**src/rtl/pbs_params.svh**
```systemverilog
`ifndef PBS_PARAMS_SVH
`define PBS_PARAMS_SVH

// timing base
`define PBS_CLK_NS 10
`define PBS_TICK_US 125
`define PBS_TICK_CYC ((`PBS_TICK_US * 1000) / `PBS_CLK_NS)
`define PBS_T(us) ((us) / `PBS_TICK_US)

// schedule and task times, microseconds; async warm-up and disable offsets in frames
`define PBS_FRAME_US 80000
`define PBS_SKIP_US 1874375
`define PBS_SWARM_US 167500
`define PBS_SDIS_US 247500
`define PBS_AWARM_N 2
`define PBS_ADIS_N 3
`define PBS_NOISE_US 82000
`define PBS_SEARCH_US 47000
`define PBS_BOTH_US 127000

// register byte offsets
`define PBS_A_CTRL 8'h00
`define PBS_A_REPORT 8'h04
`define PBS_A_RXOFF 8'h08
`define PBS_A_STEPS 8'h0C
`define PBS_A_WCFG 8'h10
`define PBS_A_AST 8'h14
`define PBS_A_STAT 8'h18
`define PBS_A_WPT 8'h1C
`define PBS_A_DPT 8'h20

// control bit positions
`define PBS_C_SYNC 0
`define PBS_C_DAS 1
`define PBS_C_NREQ 2
`define PBS_C_SREQ 3
`define PBS_C_CLR 4

// bus answers
`define PBS_OKAY 2'h0
`define PBS_SLVERR 2'h2

`endif

```
**src/rtl/pbs_pkg.sv**
```systemverilog
package pbs_pkg;

  typedef struct packed {
    logic [7:0] time_to_next_frame;
    logic [6:0] next_needed_frame;
    logic [6:0] cf;
  } pbs_report_s;

  typedef struct packed {
    logic sync;
    logic auto_search_disable;
    logic [3:0] step_en;
    logic [15:0] sync_set;
    logic [31:0] steps;
    logic [15:0] rx_off;
    logic [15:0] ast;
  } pbs_cfg_s;

  typedef enum logic [1:0] {
    TASK_IDLE,
    TASK_NOISE,
    TASK_SEARCH
  } pbs_task_e;

endpackage : pbs_pkg

```
**src/rtl/pbs_scheduler.sv**
```systemverilog
`timescale 1ns/1ps
`include "pbs_params.svh"

// How it works
// - sync: warm-up at frames*80ms plus skipped*1874.375ms plus off time minus 167.5ms
// - sync: tasks disabled at frames*80ms plus skipped*1874.375ms minus 247.5ms
// - async: warm-up at (frames minus two)*80ms plus off time
// - async: tasks disabled at (frames minus three)*80ms
// - report holds current and next frame; skipped is gap minus one
// - warm-up start is the single step out of the off state
// - shutdown for a running task starts before the disable point
// - task time counts from the accepted request write
// - noise detect ends after total warm-up plus 82ms
// - failed search ends after total warm-up plus search time plus 47ms
// - chained noise and search end after warm-up plus search time plus 127ms
// - async noise detect finding signal chains a search unless disabled
// - total warm-up is enabled step times plus sync setting time
module pbs_scheduler
  import pbs_pkg::*;
#(
  parameter int TICK_CYC = `PBS_TICK_CYC
) (
  // clock and reset
  input wire logic aclk,
  input wire logic aresetn,
  // axi4-lite write
  input wire logic [7:0] awaddr,
  input wire logic [2:0] awprot,
  input wire logic awvalid,
  output logic awready,
  input wire logic [31:0] wdata,
  input wire logic [3:0] wstrb,
  input wire logic wvalid,
  output logic wready,
  output logic [1:0] bresp,
  output logic bvalid,
  input wire logic bready,
  // axi4-lite read
  input wire logic [7:0] araddr,
  input wire logic [2:0] arprot,
  input wire logic arvalid,
  output logic arready,
  output logic [31:0] rdata,
  output logic [1:0] rresp,
  output logic rvalid,
  input wire logic rready,
  // receiver side
  input wire logic paging_signal_found,
  output logic rx_warmup_start,
  output logic rx_shutdown_start,
  output logic tasks_disabled
);

  logic aw_hold_r, aw_hold_nxt, w_hold_r, w_hold_nxt;
  logic [7:0] aw_addr_r, aw_addr_nxt;
  logic [31:0] w_data_r, w_data_nxt, rdata_r, rdata_nxt, wval;
  logic [3:0] w_strb_r, w_strb_nxt;
  logic awready_r, awready_nxt, wready_r, wready_nxt;
  logic bvalid_r, bvalid_nxt, arready_r, arready_nxt, rvalid_r, rvalid_nxt;
  logic [1:0] bresp_r, bresp_nxt, rresp_r, rresp_nxt;
  logic do_wr, wr_ctrl, wr_rpt;

  pbs_cfg_s cfg_r, cfg_nxt;
  pbs_report_s rpt_r, rpt_nxt;
  pbs_task_e task_r, task_nxt;
  logic [13:0] div_r, div_nxt;
  logic tick_r, tick_nxt, recalc_r, recalc_nxt, sched_on_r, sched_on_nxt;
  logic warm_done_r, warm_done_nxt, tasks_dis_r, tasks_dis_nxt;
  logic rx_warm_r, rx_warm_nxt, rx_shut_r, rx_shut_nxt;
  logic refused_r, refused_nxt, cut_r, cut_nxt, near_dis, chain_ok;
  logic [23:0] elapsed_r, elapsed_nxt, warm_pt_r, warm_pt_nxt;
  logic [23:0] dis_pt_r, dis_pt_nxt, task_el_r, task_el_nxt;
  logic [23:0] task_end_r, task_end_nxt;
  logic [23:0] tf, sk, wbase, wadj, dbase, dadj;
  logic [6:0] skip;
  logic [17:0] warm_total;

  function automatic logic [31:0] rd_word(input logic [7:0] a);
    logic [31:0] v;
    v = 32'h0;
    case (a)
      `PBS_A_CTRL: v = {30'h0, cfg_r.auto_search_disable, cfg_r.sync};
      `PBS_A_REPORT: v = {8'h0, rpt_r.time_to_next_frame, 1'b0, rpt_r.next_needed_frame, 1'b0, rpt_r.cf};
      `PBS_A_RXOFF: v = {16'h0, cfg_r.rx_off};
      `PBS_A_STEPS: v = cfg_r.steps;
      `PBS_A_WCFG: v = {8'h0, cfg_r.sync_set, 4'h0, cfg_r.step_en};
      `PBS_A_AST: v = {16'h0, cfg_r.ast};
      `PBS_A_STAT: v = {17'h0, skip, 2'h0, cut_r, refused_r,
                        task_r != TASK_IDLE, tasks_dis_r, warm_done_r,
                        sched_on_r};
      `PBS_A_WPT: v = {8'h0, warm_pt_r};
      `PBS_A_DPT: v = {8'h0, dis_pt_r};
      default: v = 32'h0;
    endcase
    return v;
  endfunction : rd_word

  // byte lanes not strobed keep their stored value
  always_comb begin
    wval = rd_word(aw_addr_r);
    for (int i = 0; i < 4; i++) begin
      if (w_strb_r[i]) begin
        wval[i*8 +: 8] = w_data_r[i*8 +: 8];
      end
    end
  end

  assign do_wr = aw_hold_r && w_hold_r && !bvalid_r;
  assign wr_ctrl = do_wr && aw_addr_r == `PBS_A_CTRL;
  assign wr_rpt = do_wr && aw_addr_r == `PBS_A_REPORT;

  always_comb begin
    aw_hold_nxt = aw_hold_r;
    aw_addr_nxt = aw_addr_r;
    w_hold_nxt = w_hold_r;
    w_data_nxt = w_data_r;
    w_strb_nxt = w_strb_r;
    bvalid_nxt = bvalid_r;
    bresp_nxt = bresp_r;
    rvalid_nxt = rvalid_r;
    rdata_nxt = rdata_r;
    rresp_nxt = rresp_r;
    if (awvalid && awready_r) begin
      aw_hold_nxt = 1'b1;
      aw_addr_nxt = awaddr;
    end
    if (wvalid && wready_r) begin
      w_hold_nxt = 1'b1;
      w_data_nxt = wdata;
      w_strb_nxt = wstrb;
    end
    if (bvalid_r && bready) begin
      bvalid_nxt = 1'b0;
    end
    if (do_wr) begin
      aw_hold_nxt = 1'b0;
      w_hold_nxt = 1'b0;
      bvalid_nxt = 1'b1;
      bresp_nxt = (aw_addr_r <= `PBS_A_AST && aw_addr_r[1:0] == 2'h0) ?
                  `PBS_OKAY : `PBS_SLVERR;
    end
    awready_nxt = !aw_hold_nxt && !bvalid_nxt;
    wready_nxt = !w_hold_nxt && !bvalid_nxt;
    if (rvalid_r && rready) begin
      rvalid_nxt = 1'b0;
    end
    if (arvalid && arready_r) begin
      rvalid_nxt = 1'b1;
      rdata_nxt = rd_word(araddr);
      rresp_nxt = (araddr <= `PBS_A_DPT && araddr[1:0] == 2'h0) ?
                  `PBS_OKAY : `PBS_SLVERR;
    end
    arready_nxt = !rvalid_nxt;
  end

  assign skip = 7'(rpt_r.next_needed_frame - rpt_r.cf - 7'h1);
  always_comb begin
    warm_total = 18'(cfg_r.sync_set);
    for (int i = 0; i < 4; i++) begin
      if (cfg_r.step_en[i]) begin
        warm_total = warm_total + 18'(cfg_r.steps[i*8 +: 8]);
      end
    end
  end

  always_comb begin
    tf = 24'(rpt_r.time_to_next_frame) * 24'(`PBS_T(`PBS_FRAME_US));
    sk = 24'(skip) * 24'(`PBS_T(`PBS_SKIP_US));
    if (cfg_r.sync) begin
      wbase = tf + sk + 24'(cfg_r.rx_off);
      wadj = 24'(`PBS_T(`PBS_SWARM_US));
      dbase = tf + sk;
      dadj = 24'(`PBS_T(`PBS_SDIS_US));
    end else begin
      wbase = tf + 24'(cfg_r.rx_off);
      wadj = 24'(`PBS_AWARM_N * `PBS_T(`PBS_FRAME_US));
      dbase = tf;
      dadj = 24'(`PBS_ADIS_N * `PBS_T(`PBS_FRAME_US));
    end
  end

  // one tick early, so a cut task is shut down ahead of the disable point
  assign near_dis = sched_on_r && !recalc_r &&
                    (dis_pt_r == 24'h0 || elapsed_r >= dis_pt_r - 24'h1);
  assign chain_ok = !cfg_r.sync && !cfg_r.auto_search_disable && paging_signal_found;

  always_comb begin
    cfg_nxt = cfg_r;
    rpt_nxt = rpt_r;
    recalc_nxt = recalc_r;
    sched_on_nxt = sched_on_r;
    elapsed_nxt = elapsed_r;
    warm_pt_nxt = warm_pt_r;
    dis_pt_nxt = dis_pt_r;
    warm_done_nxt = warm_done_r;
    tasks_dis_nxt = tasks_dis_r;
    task_nxt = task_r;
    task_el_nxt = task_el_r;
    task_end_nxt = task_end_r;
    refused_nxt = refused_r;
    cut_nxt = cut_r;
    rx_warm_nxt = 1'b0;
    rx_shut_nxt = 1'b0;
    tick_nxt = 1'b0;
    div_nxt = div_r + 14'h1;
    if (div_r == 14'(TICK_CYC - 1)) begin
      div_nxt = 14'h0;
      tick_nxt = 1'b1;
    end
    if (wr_ctrl) begin
      cfg_nxt.sync = wval[`PBS_C_SYNC];
      cfg_nxt.auto_search_disable = wval[`PBS_C_DAS];
    end
    if (do_wr && aw_addr_r == `PBS_A_RXOFF) cfg_nxt.rx_off = wval[15:0];
    if (do_wr && aw_addr_r == `PBS_A_STEPS) cfg_nxt.steps = wval;
    if (do_wr && aw_addr_r == `PBS_A_WCFG) begin
      cfg_nxt.step_en = wval[3:0];
      cfg_nxt.sync_set = wval[23:8];
    end
    if (do_wr && aw_addr_r == `PBS_A_AST) cfg_nxt.ast = wval[15:0];
    // a new report restarts the schedule one cycle later
    if (wr_rpt) begin
      rpt_nxt = {wval[23:16], wval[14:8], wval[6:0]};
      recalc_nxt = 1'b1;
    end
    if (recalc_r) begin
      warm_pt_nxt = (wbase > wadj) ? wbase - wadj : 24'h0;
      dis_pt_nxt = (dbase > dadj) ? dbase - dadj : 24'h0;
      elapsed_nxt = 24'h0;
      sched_on_nxt = 1'b1;
      warm_done_nxt = 1'b0;
      tasks_dis_nxt = 1'b0;
      recalc_nxt = wr_rpt;
    end else if (sched_on_r) begin
      if (tick_r && elapsed_r != 24'hFF_FFFF) elapsed_nxt = elapsed_r + 24'h1;
      if (!warm_done_r && elapsed_r >= warm_pt_r) begin
        warm_done_nxt = 1'b1;
        rx_warm_nxt = 1'b1;
      end
      if (elapsed_r >= dis_pt_r) tasks_dis_nxt = 1'b1;
    end
    // clear first so a same-cycle event still sets the flag
    if (wr_ctrl && wval[`PBS_C_CLR]) begin
      refused_nxt = 1'b0;
      cut_nxt = 1'b0;
    end
    unique case (task_r)
      TASK_IDLE: begin
        if (wr_ctrl && (wval[`PBS_C_NREQ] || wval[`PBS_C_SREQ])) begin
          // late requests are refused, not queued
          if (near_dis || tasks_dis_r) begin
            refused_nxt = 1'b1;
          end else if (wval[`PBS_C_NREQ]) begin
            task_nxt = TASK_NOISE;
            task_el_nxt = 24'h0;
            task_end_nxt = 24'(warm_total) + 24'(`PBS_T(`PBS_NOISE_US));
          end else begin
            task_nxt = TASK_SEARCH;
            task_el_nxt = 24'h0;
            task_end_nxt = 24'(warm_total) + 24'(cfg_r.ast) +
                           24'(`PBS_T(`PBS_SEARCH_US));
          end
        end
      end
      TASK_NOISE, TASK_SEARCH: begin
        if (wr_ctrl && (wval[`PBS_C_NREQ] || wval[`PBS_C_SREQ])) begin
          refused_nxt = 1'b1;
        end
        if (tick_r) task_el_nxt = task_el_r + 24'h1;
        if (near_dis) begin
          task_nxt = TASK_IDLE;
          rx_shut_nxt = 1'b1;
          cut_nxt = 1'b1;
        end else if (task_el_r >= task_end_r) begin
          // chained search extends the end point
          if (task_r == TASK_NOISE && chain_ok) begin
            task_nxt = TASK_SEARCH;
            task_end_nxt = 24'(warm_total) + 24'(cfg_r.ast) +
                           24'(`PBS_T(`PBS_BOTH_US));
          end else begin
            task_nxt = TASK_IDLE;
            rx_shut_nxt = 1'b1;
          end
        end
      end
      default: task_nxt = TASK_IDLE;
    endcase
  end

  always_ff @(posedge aclk) begin
    if (!aresetn) begin
      aw_hold_r <= 1'b0;
      aw_addr_r <= 8'h0;
      w_hold_r <= 1'b0;
      w_data_r <= 32'h0;
      w_strb_r <= 4'h0;
      awready_r <= 1'b0;
      wready_r <= 1'b0;
      bvalid_r <= 1'b0;
      bresp_r <= 2'h0;
      arready_r <= 1'b0;
      rvalid_r <= 1'b0;
      rdata_r <= 32'h0;
      rresp_r <= 2'h0;
    end else begin
      aw_hold_r <= aw_hold_nxt;
      aw_addr_r <= aw_addr_nxt;
      w_hold_r <= w_hold_nxt;
      w_data_r <= w_data_nxt;
      w_strb_r <= w_strb_nxt;
      awready_r <= awready_nxt;
      wready_r <= wready_nxt;
      bvalid_r <= bvalid_nxt;
      bresp_r <= bresp_nxt;
      arready_r <= arready_nxt;
      rvalid_r <= rvalid_nxt;
      rdata_r <= rdata_nxt;
      rresp_r <= rresp_nxt;
    end
  end

  always_ff @(posedge aclk) begin
    if (!aresetn) begin
      cfg_r <= '0;
      rpt_r <= '0;
      task_r <= TASK_IDLE;
      div_r <= 14'h0;
      tick_r <= 1'b0;
      recalc_r <= 1'b0;
      sched_on_r <= 1'b0;
      warm_done_r <= 1'b0;
      tasks_dis_r <= 1'b0;
      rx_warm_r <= 1'b0;
      rx_shut_r <= 1'b0;
      refused_r <= 1'b0;
      cut_r <= 1'b0;
      elapsed_r <= 24'h0;
      warm_pt_r <= 24'h0;
      dis_pt_r <= 24'h0;
      task_el_r <= 24'h0;
      task_end_r <= 24'h0;
    end else begin
      cfg_r <= cfg_nxt;
      rpt_r <= rpt_nxt;
      task_r <= task_nxt;
      div_r <= div_nxt;
      tick_r <= tick_nxt;
      recalc_r <= recalc_nxt;
      sched_on_r <= sched_on_nxt;
      warm_done_r <= warm_done_nxt;
      tasks_dis_r <= tasks_dis_nxt;
      rx_warm_r <= rx_warm_nxt;
      rx_shut_r <= rx_shut_nxt;
      refused_r <= refused_nxt;
      cut_r <= cut_nxt;
      elapsed_r <= elapsed_nxt;
      warm_pt_r <= warm_pt_nxt;
      dis_pt_r <= dis_pt_nxt;
      task_el_r <= task_el_nxt;
      task_end_r <= task_end_nxt;
    end
  end

  assign awready = awready_r;
  assign wready = wready_r;
  assign bvalid = bvalid_r;
  assign bresp = bresp_r;
  assign arready = arready_r;
  assign rvalid = rvalid_r;
  assign rdata = rdata_r;
  assign rresp = rresp_r;
  assign rx_warmup_start = rx_warm_r;
  assign rx_shutdown_start = rx_shut_r;
  assign tasks_disabled = tasks_dis_r;

  a_sync_warm_pt: assert property (@(posedge aclk) disable iff (!aresetn)
    recalc_r && cfg_r.sync && rpt_r.time_to_next_frame > 8'h2 |=> 32'(warm_pt_r) ==
    32'($past(rpt_r.time_to_next_frame)) * 640 + 32'($past(skip)) * 14995 +
    32'($past(cfg_r.rx_off)) - 1340) else $error("sync warm point wrong");
  a_sync_dis_pt: assert property (@(posedge aclk) disable iff (!aresetn)
    recalc_r && cfg_r.sync && rpt_r.time_to_next_frame > 8'h3 |=> 32'(dis_pt_r) ==
    32'($past(rpt_r.time_to_next_frame)) * 640 + 32'($past(skip)) * 14995 - 1980)
    else $error("sync disable point wrong");
  a_async_warm_pt: assert property (@(posedge aclk) disable iff (!aresetn)
    recalc_r && !cfg_r.sync && rpt_r.time_to_next_frame > 8'h1 |=> 32'(warm_pt_r) ==
    (32'($past(rpt_r.time_to_next_frame)) - 2) * 640 + 32'($past(cfg_r.rx_off)))
    else $error("async warm point wrong");
  a_async_dis_pt: assert property (@(posedge aclk) disable iff (!aresetn)
    recalc_r && !cfg_r.sync && rpt_r.time_to_next_frame > 8'h2 |=> 32'(dis_pt_r) ==
    (32'($past(rpt_r.time_to_next_frame)) - 3) * 640) else $error("async disable point wrong");
  a_warm_edge: assert property (@(posedge aclk) disable iff (!aresetn)
    rx_warm_r |-> $rose(warm_done_r) ##1 !rx_warm_r)
    else $error("warm-up start not a single edge");
  a_shut_first: assert property (@(posedge aclk) disable iff (!aresetn)
    $rose(tasks_dis_r) |-> task_r == TASK_IDLE)
    else $error("task still running at disable point");
  a_noise_len: assert property (@(posedge aclk) disable iff (!aresetn)
    task_r == TASK_IDLE ##1 task_r == TASK_NOISE |-> task_el_r == 24'h0 &&
    32'(task_end_r) == 32'(warm_total) + 656) else $error("noise length wrong");
  a_search_len: assert property (@(posedge aclk) disable iff (!aresetn)
    task_r == TASK_IDLE ##1 task_r == TASK_SEARCH |-> 32'(task_end_r) ==
    32'(warm_total) + 32'(cfg_r.ast) + 376) else $error("search length wrong");
  a_chain_len: assert property (@(posedge aclk) disable iff (!aresetn)
    task_r == TASK_NOISE ##1 task_r == TASK_SEARCH |-> 32'(task_end_r) ==
    32'(warm_total) + 32'(cfg_r.ast) + 1016) else $error("chain length wrong");
  a_chain_gate: assert property (@(posedge aclk) disable iff (!aresetn)
    task_r == TASK_NOISE ##1 task_r == TASK_SEARCH |->
    $past(!cfg_r.sync && !cfg_r.auto_search_disable)) else $error("chain not allowed");

endmodule : pbs_scheduler

```
**config.mk**
```make
export PLATFORM = sky130hd
export DESIGN_NAME = pbs_scheduler
export DESIGN_NICKNAME = d
export VERILOG_FILES = /design/src/rtl/pbs_pkg.sv /design/src/rtl/pbs_scheduler.sv
export VERILOG_INCLUDE_DIRS = /design/src /design/src/rtl
export SDC_FILE = /design/constraint.sdc
export NUM_CORES = 1
export LEC_CHECK = 0
export CELL_PAD_IN_SITES_DETAIL_PLACEMENT = 1
export CELL_PAD_IN_SITES_GLOBAL_PLACEMENT = 2
export CORE_MARGIN = 2
export CORE_UTILIZATION = 43
export CTS_BUF_LIST = sky130_fd_sc_hd__clkbuf_2
export CTS_CLUSTER_DIAMETER = 30
export DETAILED_ROUTE_END_ITERATION = 10
export DONT_BUFFER_PORTS = 1
export PLACE_DENSITY_LB_ADDON = 0.2
export SYNTH_ARGS = -nofsm -noshare
export SYNTH_HDL_FRONTEND = slang
export SYNTH_SLANG_ARGS = --single-unit
```
**constraint.sdc**
```tcl
create_clock -name aclk -period 25.3 [get_ports aclk]
set_clock_uncertainty 0.15 [all_clocks]
set_input_delay 2.53 -clock aclk [delete_from_list [all_inputs] [get_ports aclk]]
set_output_delay 2.53 -clock aclk [all_outputs]
set_load 0.05 [all_outputs]
```
Word level (Yosys, flattened, before mapping):

Index checks and enable logic that the tools add are counted.

* word-level logic and storage cells: 216
* output and inout bits: 44
* register bits: 340

* $lt $le $gt $ge: 8
* multipliers: 2
* reductions and logical operators: 58
* add/subtract/negate cells: 19
* eq/ne operators: 28
* bitwise logic cells: 2
* mux-type cells: 59

Operators by type and width (count)
* 32-bit case mux with 9 select lines: 2
* 24-bit two-way mux: 12
* 24-bit >= comparator: 4
* 24-bit case mux with 2 select lines: 2
* 8-bit by 5-bit equality test with 1-bit output (second input constant): 8
* 18-bit by 8-bit adder with 18-bit output: 3
* 18-bit two-way mux: 3
* 24-bit by 1-bit adder with 24-bit output (second input constant): 2
* 24-bit greater-than comparator: 2
* 24-bit subtractor: 2
* 18-bit by 16-bit adder with 19-bit output: 2
* 8-bit by 4-bit equality test with 1-bit output (second input constant): 4
* 8-bit two-way mux: 4
* 1-bit logical AND: 26
* 24-bit by 16-bit adder with 24-bit output: 1
* 24-bit by 9-bit adder with 24-bit output (second input constant): 1
* 24-bit zero test: 1
* 24-bit != test (second input constant): 1
* 24-bit by 1-bit subtractor with 24-bit output (second input constant): 1
* 18-bit by 21-bit adder with 22-bit output: 1
* 1-bit two-way mux: 22
* 22-bit two-way mux: 1
* 7-bit by 14-bit multiplier with 21-bit output (second input constant): 1
* 19-bit by 10-bit adder with 20-bit output (second input constant): 1
* other kinds (32): 69

Logic depth before layout (Yosys ltp):

Gate-level depths: netlist of run 1.

* depth after elaboration: 14
* mapped depth: 41

Worst setup path after synthesis of run 1:

No wires, ideal clock.

* path kind: reg2reg
* start: reg cfg_r[64] in the netlist's numbering
* end: reg task_end_r[16]
* path slack: 17.220 ns
* path buffers: 0
* arrival: 7.804 ns
* cell stages (with the launch flop): 39
* required time: 25.024 ns
* path through: dfxtp_1 ha_1 inv_1 fa_1 nor2b_1 o211a_1 o21ai_0 a21oi_1 nand3b_1 nand2_1 ha_1 a21oi_1 inv_1 a211o_1 nand2_1 xnor2_1 mux2_2 ha_1 [3 not listed] nand3_1 nand2_1 a41o_1 and3_1 o211a_1 a211oi_1 xnor2_1 ha_1 and3_1 nor2b_1 a31oi_1 o311ai_0 nand2_1 or4_1 a21oi_1 xor2_1 o211a_1 a211oi_2

* word-level cells in the longest chain between the ends: 14

RTL lines
* start, declared: RTL line pbs_scheduler.sv:63 `pbs_cfg_s cfg_r, cfg_nxt;`
* start signal, assigned: RTL line pbs_scheduler.sv:343 `cfg_r <= cfg_nxt;`
* 16-bit by 8-bit adder with 17-bit output: RTL line pbs_scheduler.sv:161 `warm_total = warm_total + 18'(cfg_r.steps[i*8 +: 8]);`
* 17-bit two-way mux (*): RTL line pbs_scheduler.sv:160 `if (cfg_r.step_en[i]) begin`
* 18-bit by 8-bit adder with 18-bit output: RTL line pbs_scheduler.sv:161
* 18-bit two-way mux (*): RTL line pbs_scheduler.sv:160
* 18-bit by 8-bit adder with 18-bit output: RTL line pbs_scheduler.sv:161
* 18-bit two-way mux (*): RTL line pbs_scheduler.sv:160
* 18-bit by 8-bit adder with 18-bit output: RTL line pbs_scheduler.sv:161
* 18-bit two-way mux (*): RTL line pbs_scheduler.sv:160
* 18-bit by 16-bit adder with 19-bit output: RTL line pbs_scheduler.sv:260, pbs_scheduler.sv:278
* 24-bit by 9-bit adder with 24-bit output / 19-bit by 10-bit adder with 20-bit output (equally long branches): RTL line pbs_scheduler.sv:260, pbs_scheduler.sv:278
* 24-bit two-way mux (on tied branches): RTL line pbs_scheduler.sv:253, pbs_scheduler.sv:276
* 24-bit two-way mux (on tied branches): RTL line pbs_scheduler.sv:251, pbs_scheduler.sv:274
* 24-bit two-way mux (on tied branches): RTL line pbs_scheduler.sv:249, pbs_scheduler.sv:270
* 24-bit case mux with 2 select lines (*): RTL line pbs_scheduler.sv:247 `unique case (task_r)`
* end signal, assigned: RTL line pbs_scheduler.sv:360 `task_end_r <= task_end_nxt;`
* end, declared: RTL line pbs_scheduler.sv:73 `logic [23:0] task_end_r, task_end_nxt;`

Every way passes the cells marked *; elsewhere a longest branch is shown, timed or not. The select of a mux whose other input is x is not followed.
A chain may end at the register's enable or synchronous reset.

Worst setup path after layout of run 1:

* start: reg rpt_r[0] in the netlist's numbering
* end: reg warm_pt_r[7]

* word-level cells in the longest chain between the ends: 8

RTL lines
* start, declared: RTL line pbs_scheduler.sv:64 `pbs_report_s rpt_r, rpt_nxt;`
* start signal, assigned: RTL line pbs_scheduler.sv:344 `rpt_r <= rpt_nxt;`
* 7-bit subtractor (*): RTL line pbs_scheduler.sv:156 `assign skip = 7'(rpt_r.next_needed_frame - rpt_r.cf - 7'h1);`
* 7-bit by 1-bit subtractor with 7-bit output (*): RTL line pbs_scheduler.sv:156
* 7-bit by 14-bit multiplier with 21-bit output (*): RTL line pbs_scheduler.sv:168 `` sk = 24'(skip) * 24'(`PBS_T(`PBS_SKIP_US)); ``
* 18-bit by 21-bit adder with 22-bit output (*): RTL line pbs_scheduler.sv:170 `wbase = tf + sk + 24'(cfg_r.rx_off);`
* 24-bit by 16-bit adder with 24-bit output (*): RTL line pbs_scheduler.sv:170
* 24-bit two-way mux (*): RTL line pbs_scheduler.sv:169 `if (cfg_r.sync) begin`
* 24-bit subtractor / 24-bit greater-than comparator (equally long branches): RTL line pbs_scheduler.sv:227 `warm_pt_nxt = (wbase > wadj) ? wbase - wadj : 24'h0;`
* 24-bit two-way mux (*): RTL line pbs_scheduler.sv:227
* end signal, assigned: RTL line pbs_scheduler.sv:357 `warm_pt_r <= warm_pt_nxt;`
* end, declared: RTL line pbs_scheduler.sv:71 `logic [23:0] elapsed_r, elapsed_nxt, warm_pt_r, warm_pt_nxt;`

Every way passes the cells marked *; elsewhere a longest branch is shown, timed or not.

==> results by group, run 1 <==
Timing
  • Hold slack: 305 ps
  • # setup viols final: 0
  • Rel. slew slack: 19.5%
  • Fin crit period: 10050 ps
  • RSZ-0062 raised after global routing: false
  • Worst slew pin tran: 1200 ps
  • Final period util: 39.7%
  • Setup_tns: 0 ps
  • Fmax: 99.5 MHz
  • Final Hold Viols: 0
  • Final Max Tran Viols: 0

Run
  • Max_cap viols: 0

Logic synthesis
  • Simple-Gate Fraction of Synth Area: 20.3%
  • Main combinational cell family by area after synthesis: compound AO/OA/AOI/OAI gates
  • Synth area leader: dfxtp_1
  • Register area share after synthesis: 25.0%
  • FFs w/ async S/R, synth: 0%
  • Mux share of post-synthesis cell area: 2.93%
  • Synth warn: 0
  • Syn_area_per_cell: 7.74 µm²
  • Commonest register cell after synthesis: dfxtp_1
  • Syn Inst Count: 3452
  • Post-synthesis compound-gate area fraction: 24.1%
  • Synth top area share: 25.0%
  • Register bit total from synthesis: 334
  • Post-Synth Adder-Cell Area: 14.9%
  • Cell variety after synth: 109
  • Top post-synthesis cells by area: dfxtp_1 25%, ha_1 12%, a21oi_1 6.8%
  • Post-synth design cell area: 0.0267 mm²
  • XOR/XNOR share of the synthesized area: 7.29%
  • Post-synth EDFFs: 0

Global routing
  • Pin count of the biggest net entering global routing: 126
  • GRT busiest layer: met2
  • GRT overflow: 0
  • Vias in the first global route: 27100
  • First-pass GRT wire length: 161000 µm
  • Grt met1 use: 41.1%
  • Initial antenna violation count: 2
  • Gr usage total: 32.7%
  • Met2 usage: 52.9%
  • M3 GR Usage: 5.20%

Clocking
  • CTS Buf Count: 108
  • CTS clk-pin slew, worst paths: 120 ps
  • Max H-tree Level: 3
  • Clock latency on the worst-skew pair: 1260 ps
  • Post-CTS Setup Inserts: 0
  • Post-CTS sizing: 0
  • CTS tree: built
  • Clk buf depth: 3
  • CTS Sinks: 334
  • Root buffer cell: clkbuf_2
  • Hold buffers post-CTS: 0

Worst setup path
  • Worst endpoint required time: 26120 ps
  • Worst Path Class, Setup: flop to flop
  • Critical Path AT: 10860 ps
  • Slowest library cell on the worst path: o21bai_2
  • Critical Path Sink Type: flop
  • Crit path launch type: flop
  • CP Max Fanout: 24
  • Largest stage delay, worst path: 920 ps
  • Worst Path Buf+Inv: 6
  • Largest delay share family, worst path: compound AO/OA/AOI/OAI gates
  • Flop-to-flop setup slack: 15250 ps

Placement
  • Final Wtd Congestion: 0.956
  • Placed cells: 4169
  • Post-DP HPWL: 82700 µm
  • Port Buffers: 0

Power and ir drop
  • LEAKAGE: 11.5 nW
  • VDD IR-drop max: 0.0375 mV
  • PwrDens: 37.2 mW/mm²

Floorplanning
  • Die Ht: 253 µm
  • Die area: 0.0642 mm²
  • Die width: 253 µm
  • CORE AREA: 0.0616 mm²
  • Row cnt: 91
  • Starting Density: 43.4%
  • I/O pins: 110

Detailed routing
  • Post-DR vias/cell: 6.07
  • Wire per inst: 24.4 µm
  • DRT iter0 DRCs: 2257
  • Routed Antenna Nets: 0
  • DR pass1 iterations: 9
  • Vias: 26500
  • Wirelength, routed: 107000 µm
  • Drt drc: 0

Final layout
  • Fraction of layout cells with a size suffix above 1: 8.81%
  • Synth-to-layout area growth: 6.60%
  • Most common cell after layout, fill and taps aside: nand2_1
  • Most frequent cells in the layout: 485 x nand2_1, 364 x a21oi_1, 333 x dfxtp_1, 266 x nor2_1, 259 x ha_1
  • NumNets Final: 3805
  • Final Non-Filler Cells: 4371

Worst hold path
  • HP Class: flop to flop

Run status
  • Status: complete, no violations
worst min-delay path, stage by stage, from the launching register on:
cell	delay [ps]
dfxtp_1	310
inv_1	60
nor3_1	50
report_power, final:
part / switching (mW) / internal, mW
registers: 0.00944 / 0.531
logic: 0.0496 / 0.0185
clock network: 0.286 / 0.164
metrics by stage:
stage / utilization, % / cell area [µm²] / power, mW / setup WS [ps]
floorplan: - / 26700 / 0.597 / 17220
global placement: 44.6 / 27500 / 0.617 / 15850
detailed placement: 44.6 / 27500 / 0.620 / 15690
CTS: 46.2 / 28500 / 1.07 / 15470
global route: 46.3 / 28500 / 1.11 / 14660
finish: 46.3 / 28500 / 1.06 / 15250
routing by layer:
metal	routed length [µm]	part of all wire, %
met1	44900	42
met2	48200	45
met3	6890	6.5
met4	6550	6.1
met5	0	0
cells in the mapped netlist, drive strengths merged, types with 18 or more instances:
master,instances
fa,37
a211oi,23
ha,259
nand2b,33
o211ai,31
o21ai,131
nor2b,28
or3,26
a222oi,30
and3,37
xor2,95
mux2,26
clkbuf,125
a31oi,37
nor2,269
buf,32
o21a,36
xnor2,125
inv,217
nor3,64
and2,25
nand3,92
a22oi,36
a21o,77
a21oi,367
or2,19
o22ai,35
nand2,485
nand4,28
nor4,18
mux2i,49
dfxtp,334
state kept, by name, summed over array words and instances (netlist names), 2 cells and up:
signal / flops
elapsed_r: 24
rpt_r: 22
task_end_r: 20
aw_addr_r: 8
div_r: 14
w_data_r: 32
cfg_r: 86
task_r: 2
warm_pt_r: 24
dis_pt_r: 24
rdata: 32
w_strb_r: 4
task_el_r: 24
cell families after synthesis:
group           Yosys count
simple gates           1173
xor+xnor                220
other cells               1
compound gates          975
flops                   334
fa+ha+maj               296
mux                      75
buf+inv                 378
path summary, 6_finish.rpt:
check                    to            from  depth (start not counted)
min          task_end_r[18]  task_end_r[18]                          2
max reg2reg    warm_pt_r[7]        rpt_r[0]                         32
max            warm_pt_r[7]        rpt_r[0]                         32
min reg2reg  task_end_r[18]  task_end_r[18]                          2
area by class of cell:
cell class | count | area, µm²
Inverter | 221 | 835
Timing Repair Buffer | 37 | 275
Fill cell | 7657 | 33100
Clock buffer | 140 | 701
Antenna cell | 3 | 7.51
Sequential cell | 334 | 6690
Multi-Input combinational cell | 2741 | 18600
Clock inverter | 58 | 297
Tap cell | 837 | 1050
(Power assumes the default switching activity.)
==> inputs of run 2 (changes only) <==
Settings changed: CORE_UTILIZATION 43 to 40.
Clock period 25.3 ns to 9.54 ns, I/O delays scaled along.
==> results by group, run 2 (synthesized netlist as in run 1, its figures left out) <==
Global routing
  • Vias in the first global route: 27200
  • Pin count of the biggest net entering global routing: 84
  • First-pass GRT wire length: 164000 µm
  • Initial antenna violation count: 2
  • Gr usage total: 30.5%
  • GRT overflow: 0

Final layout
  • Final Non-Filler Cells: 4433
  • Synth-to-layout area growth: 8.64%
  • Fraction of layout cells with a size suffix above 1: 8.83%
  • Most frequent cells in the layout: 485 x nand2_1, 364 x a21oi_1, 333 x dfxtp_1, 265 x nor2_1, 259 x ha_1
  • Max reg flops: 86
  • Fin area: 0.0290 mm²
  • NumNets Final: 3852
  • Most common cell after layout, fill and taps aside: nand2_1
  • Most flop-heavy register: cfg_r

Worst setup path
  • Worst Path Class, Setup: flop to flop
  • Critical Path Sink Type: flop
  • Largest stage delay, worst path: 490 ps
  • Crit path launch type: flop
  • Crit path top cell by count: ha_1
  • Worst endpoint required time: 10420 ps
  • CP Max Fanout: 6
  • Critical Path AT: 9940 ps
  • Slowest library cell on the worst path: or4_1

Floorplanning
  • Row cnt: 94
  • Die width: 263 µm
  • I/O pins: 110
  • CORE AREA: 0.0660 mm²
  • Die area: 0.0689 mm²
  • Die Ht: 263 µm
  • Starting Density: 40.5%

Placement
  • Final Wtd Congestion: 0.958
  • Post-DP HPWL: 84500 µm
  • Dpl ws: 47.6 ps
  • Placed inst area: 0.0276 mm²
  • Port Buffers: 0
  • Placed cells: 4202

Timing
  • Final period util: 95.0%
  • Fin crit period: 9060 ps
  • Setup slack after layout: 477 ps
  • Fmax: 110 MHz
  • # setup viols final: 0
  • Final Max Tran Viols: 0
  • Worst slew pin tran: 1230 ps
  • Rel. slew slack: 18.0%
  • Setup_tns: 0 ps
  • Final Hold Viols: 0

Power and ir drop
  • Combinational fraction of design power: 7.2%
  • Pwr Total: 2.81 mW
  • P_int: 1.94 mW
  • Sw Share: 30.8%
  • VDD IR-drop max: 0.0679 mV
  • NetSw: 864 µW
  • Clock share of power: 41.8%
  • Sequential Power Share: 51.0%
  • PwrDens: 96.7 mW/mm²
  • LEAKAGE: 11.7 nW

Clocking
  • CTS clk-pin slew, worst paths: 110 ps
  • Max H-tree Level: 3
  • CTS tree: built
  • Root buffer cell: clkbuf_2
  • CTS Sinks: 334
  • Post-CTS Setup Inserts: 0
  • Clk buf depth: 3
  • Clock latency on the worst-skew pair: 1120 ps
  • CTS Buf Count: 102

Detailed routing
  • Routed Antenna Nets: 0
  • Post-DR vias/cell: 5.99
  • DR pass1 iterations: 6
  • Drt drc: 0
  • Vias: 26600
  • Wirelength, routed: 108000 µm
  • Wire per inst: 24.4 µm
  • DRT iter0 DRCs: 1950

Run status
  • Status: complete, no violations

Run
  • Max_cap viols: 0

Worst hold path
  • HP Class: input port to flop
[run 2: metrics by stage]
step           hold WS (ps)  util [%]
4_1_cts                15.5      43.9
3_5_place_dp            296      41.8
2_1_floorplan           272         -
3_3_place_gp            287      41.8
6_report                124      44.0
5_1_grt                 106      44.0
[run 2: area by class of cell]
cell class,instances,area (µm²)
Tap cell,864,1080
Timing Repair Buffer,90,796
Fill cell,8177,36900
Clock buffer,145,726
Multi-Input combinational cell,2741,18700
Antenna cell,2,5.00
Clock inverter,36,224
Inverter,221,835
Sequential cell,334,6690
[run 2: worst paths after layout]
| kind | start | end | slack [ps] | depth (start not counted) |
|---|---|---|---|---|
| max | cfg_r[64] | task_end_r[16] | 480 | 39 |
| min | awvalid | aw_addr_r[1] | 120 | 3 |
| max reg2reg | cfg_r[64] | task_end_r[16] | 480 | 39 |
| min reg2reg | w_hold_r | wready | 270 | 1 |
[run 2: power groups by stage]
stage	registers, mW	clock network, mW	logic, mW
6_report	1.43	1.17	0.201
5_1_grt	1.44	1.29	0.218
4_1_cts	1.43	1.21	0.199
3_5_place_dp	1.47	0	0.180
3_3_place_gp	1.46	0	0.174
2_1_floorplan	1.46	0	0.129
[run 2: critical path, delay by kind of cell (launching register included)]
family | cells | cell delay [ps]
AOI/OAI and AO/OA | 19 | 3980
and+or+nand+nor | 8 | 1470
DFF | 1 | 440
adders and majority gates | 6 | 1900
muxes | 1 | 280
buffers and inverters | 1 | 60
xor gates and xnor gates | 4 | 700
[run 2: what timing repair did]
action / 4_1_cts / 5_1_grt
endpoints found under the hold margin: 80 / 0
setup endpoints to repair: 0 / 4
resized for setup: 0 / 9
hold buffers: 48 / 0
[run 2: routing by layer]
layer	wire length (µm)	share of wire, %	vias to the layer above	global-route usage (%)
met3	5790	5.4	217	3.96
met1	47200	44	13100	39.0
li1	-	-	12400	-
met2	48700	45	813	49.6
met5	13	0.012	-	0
met4	6350	5.9	2	17.2
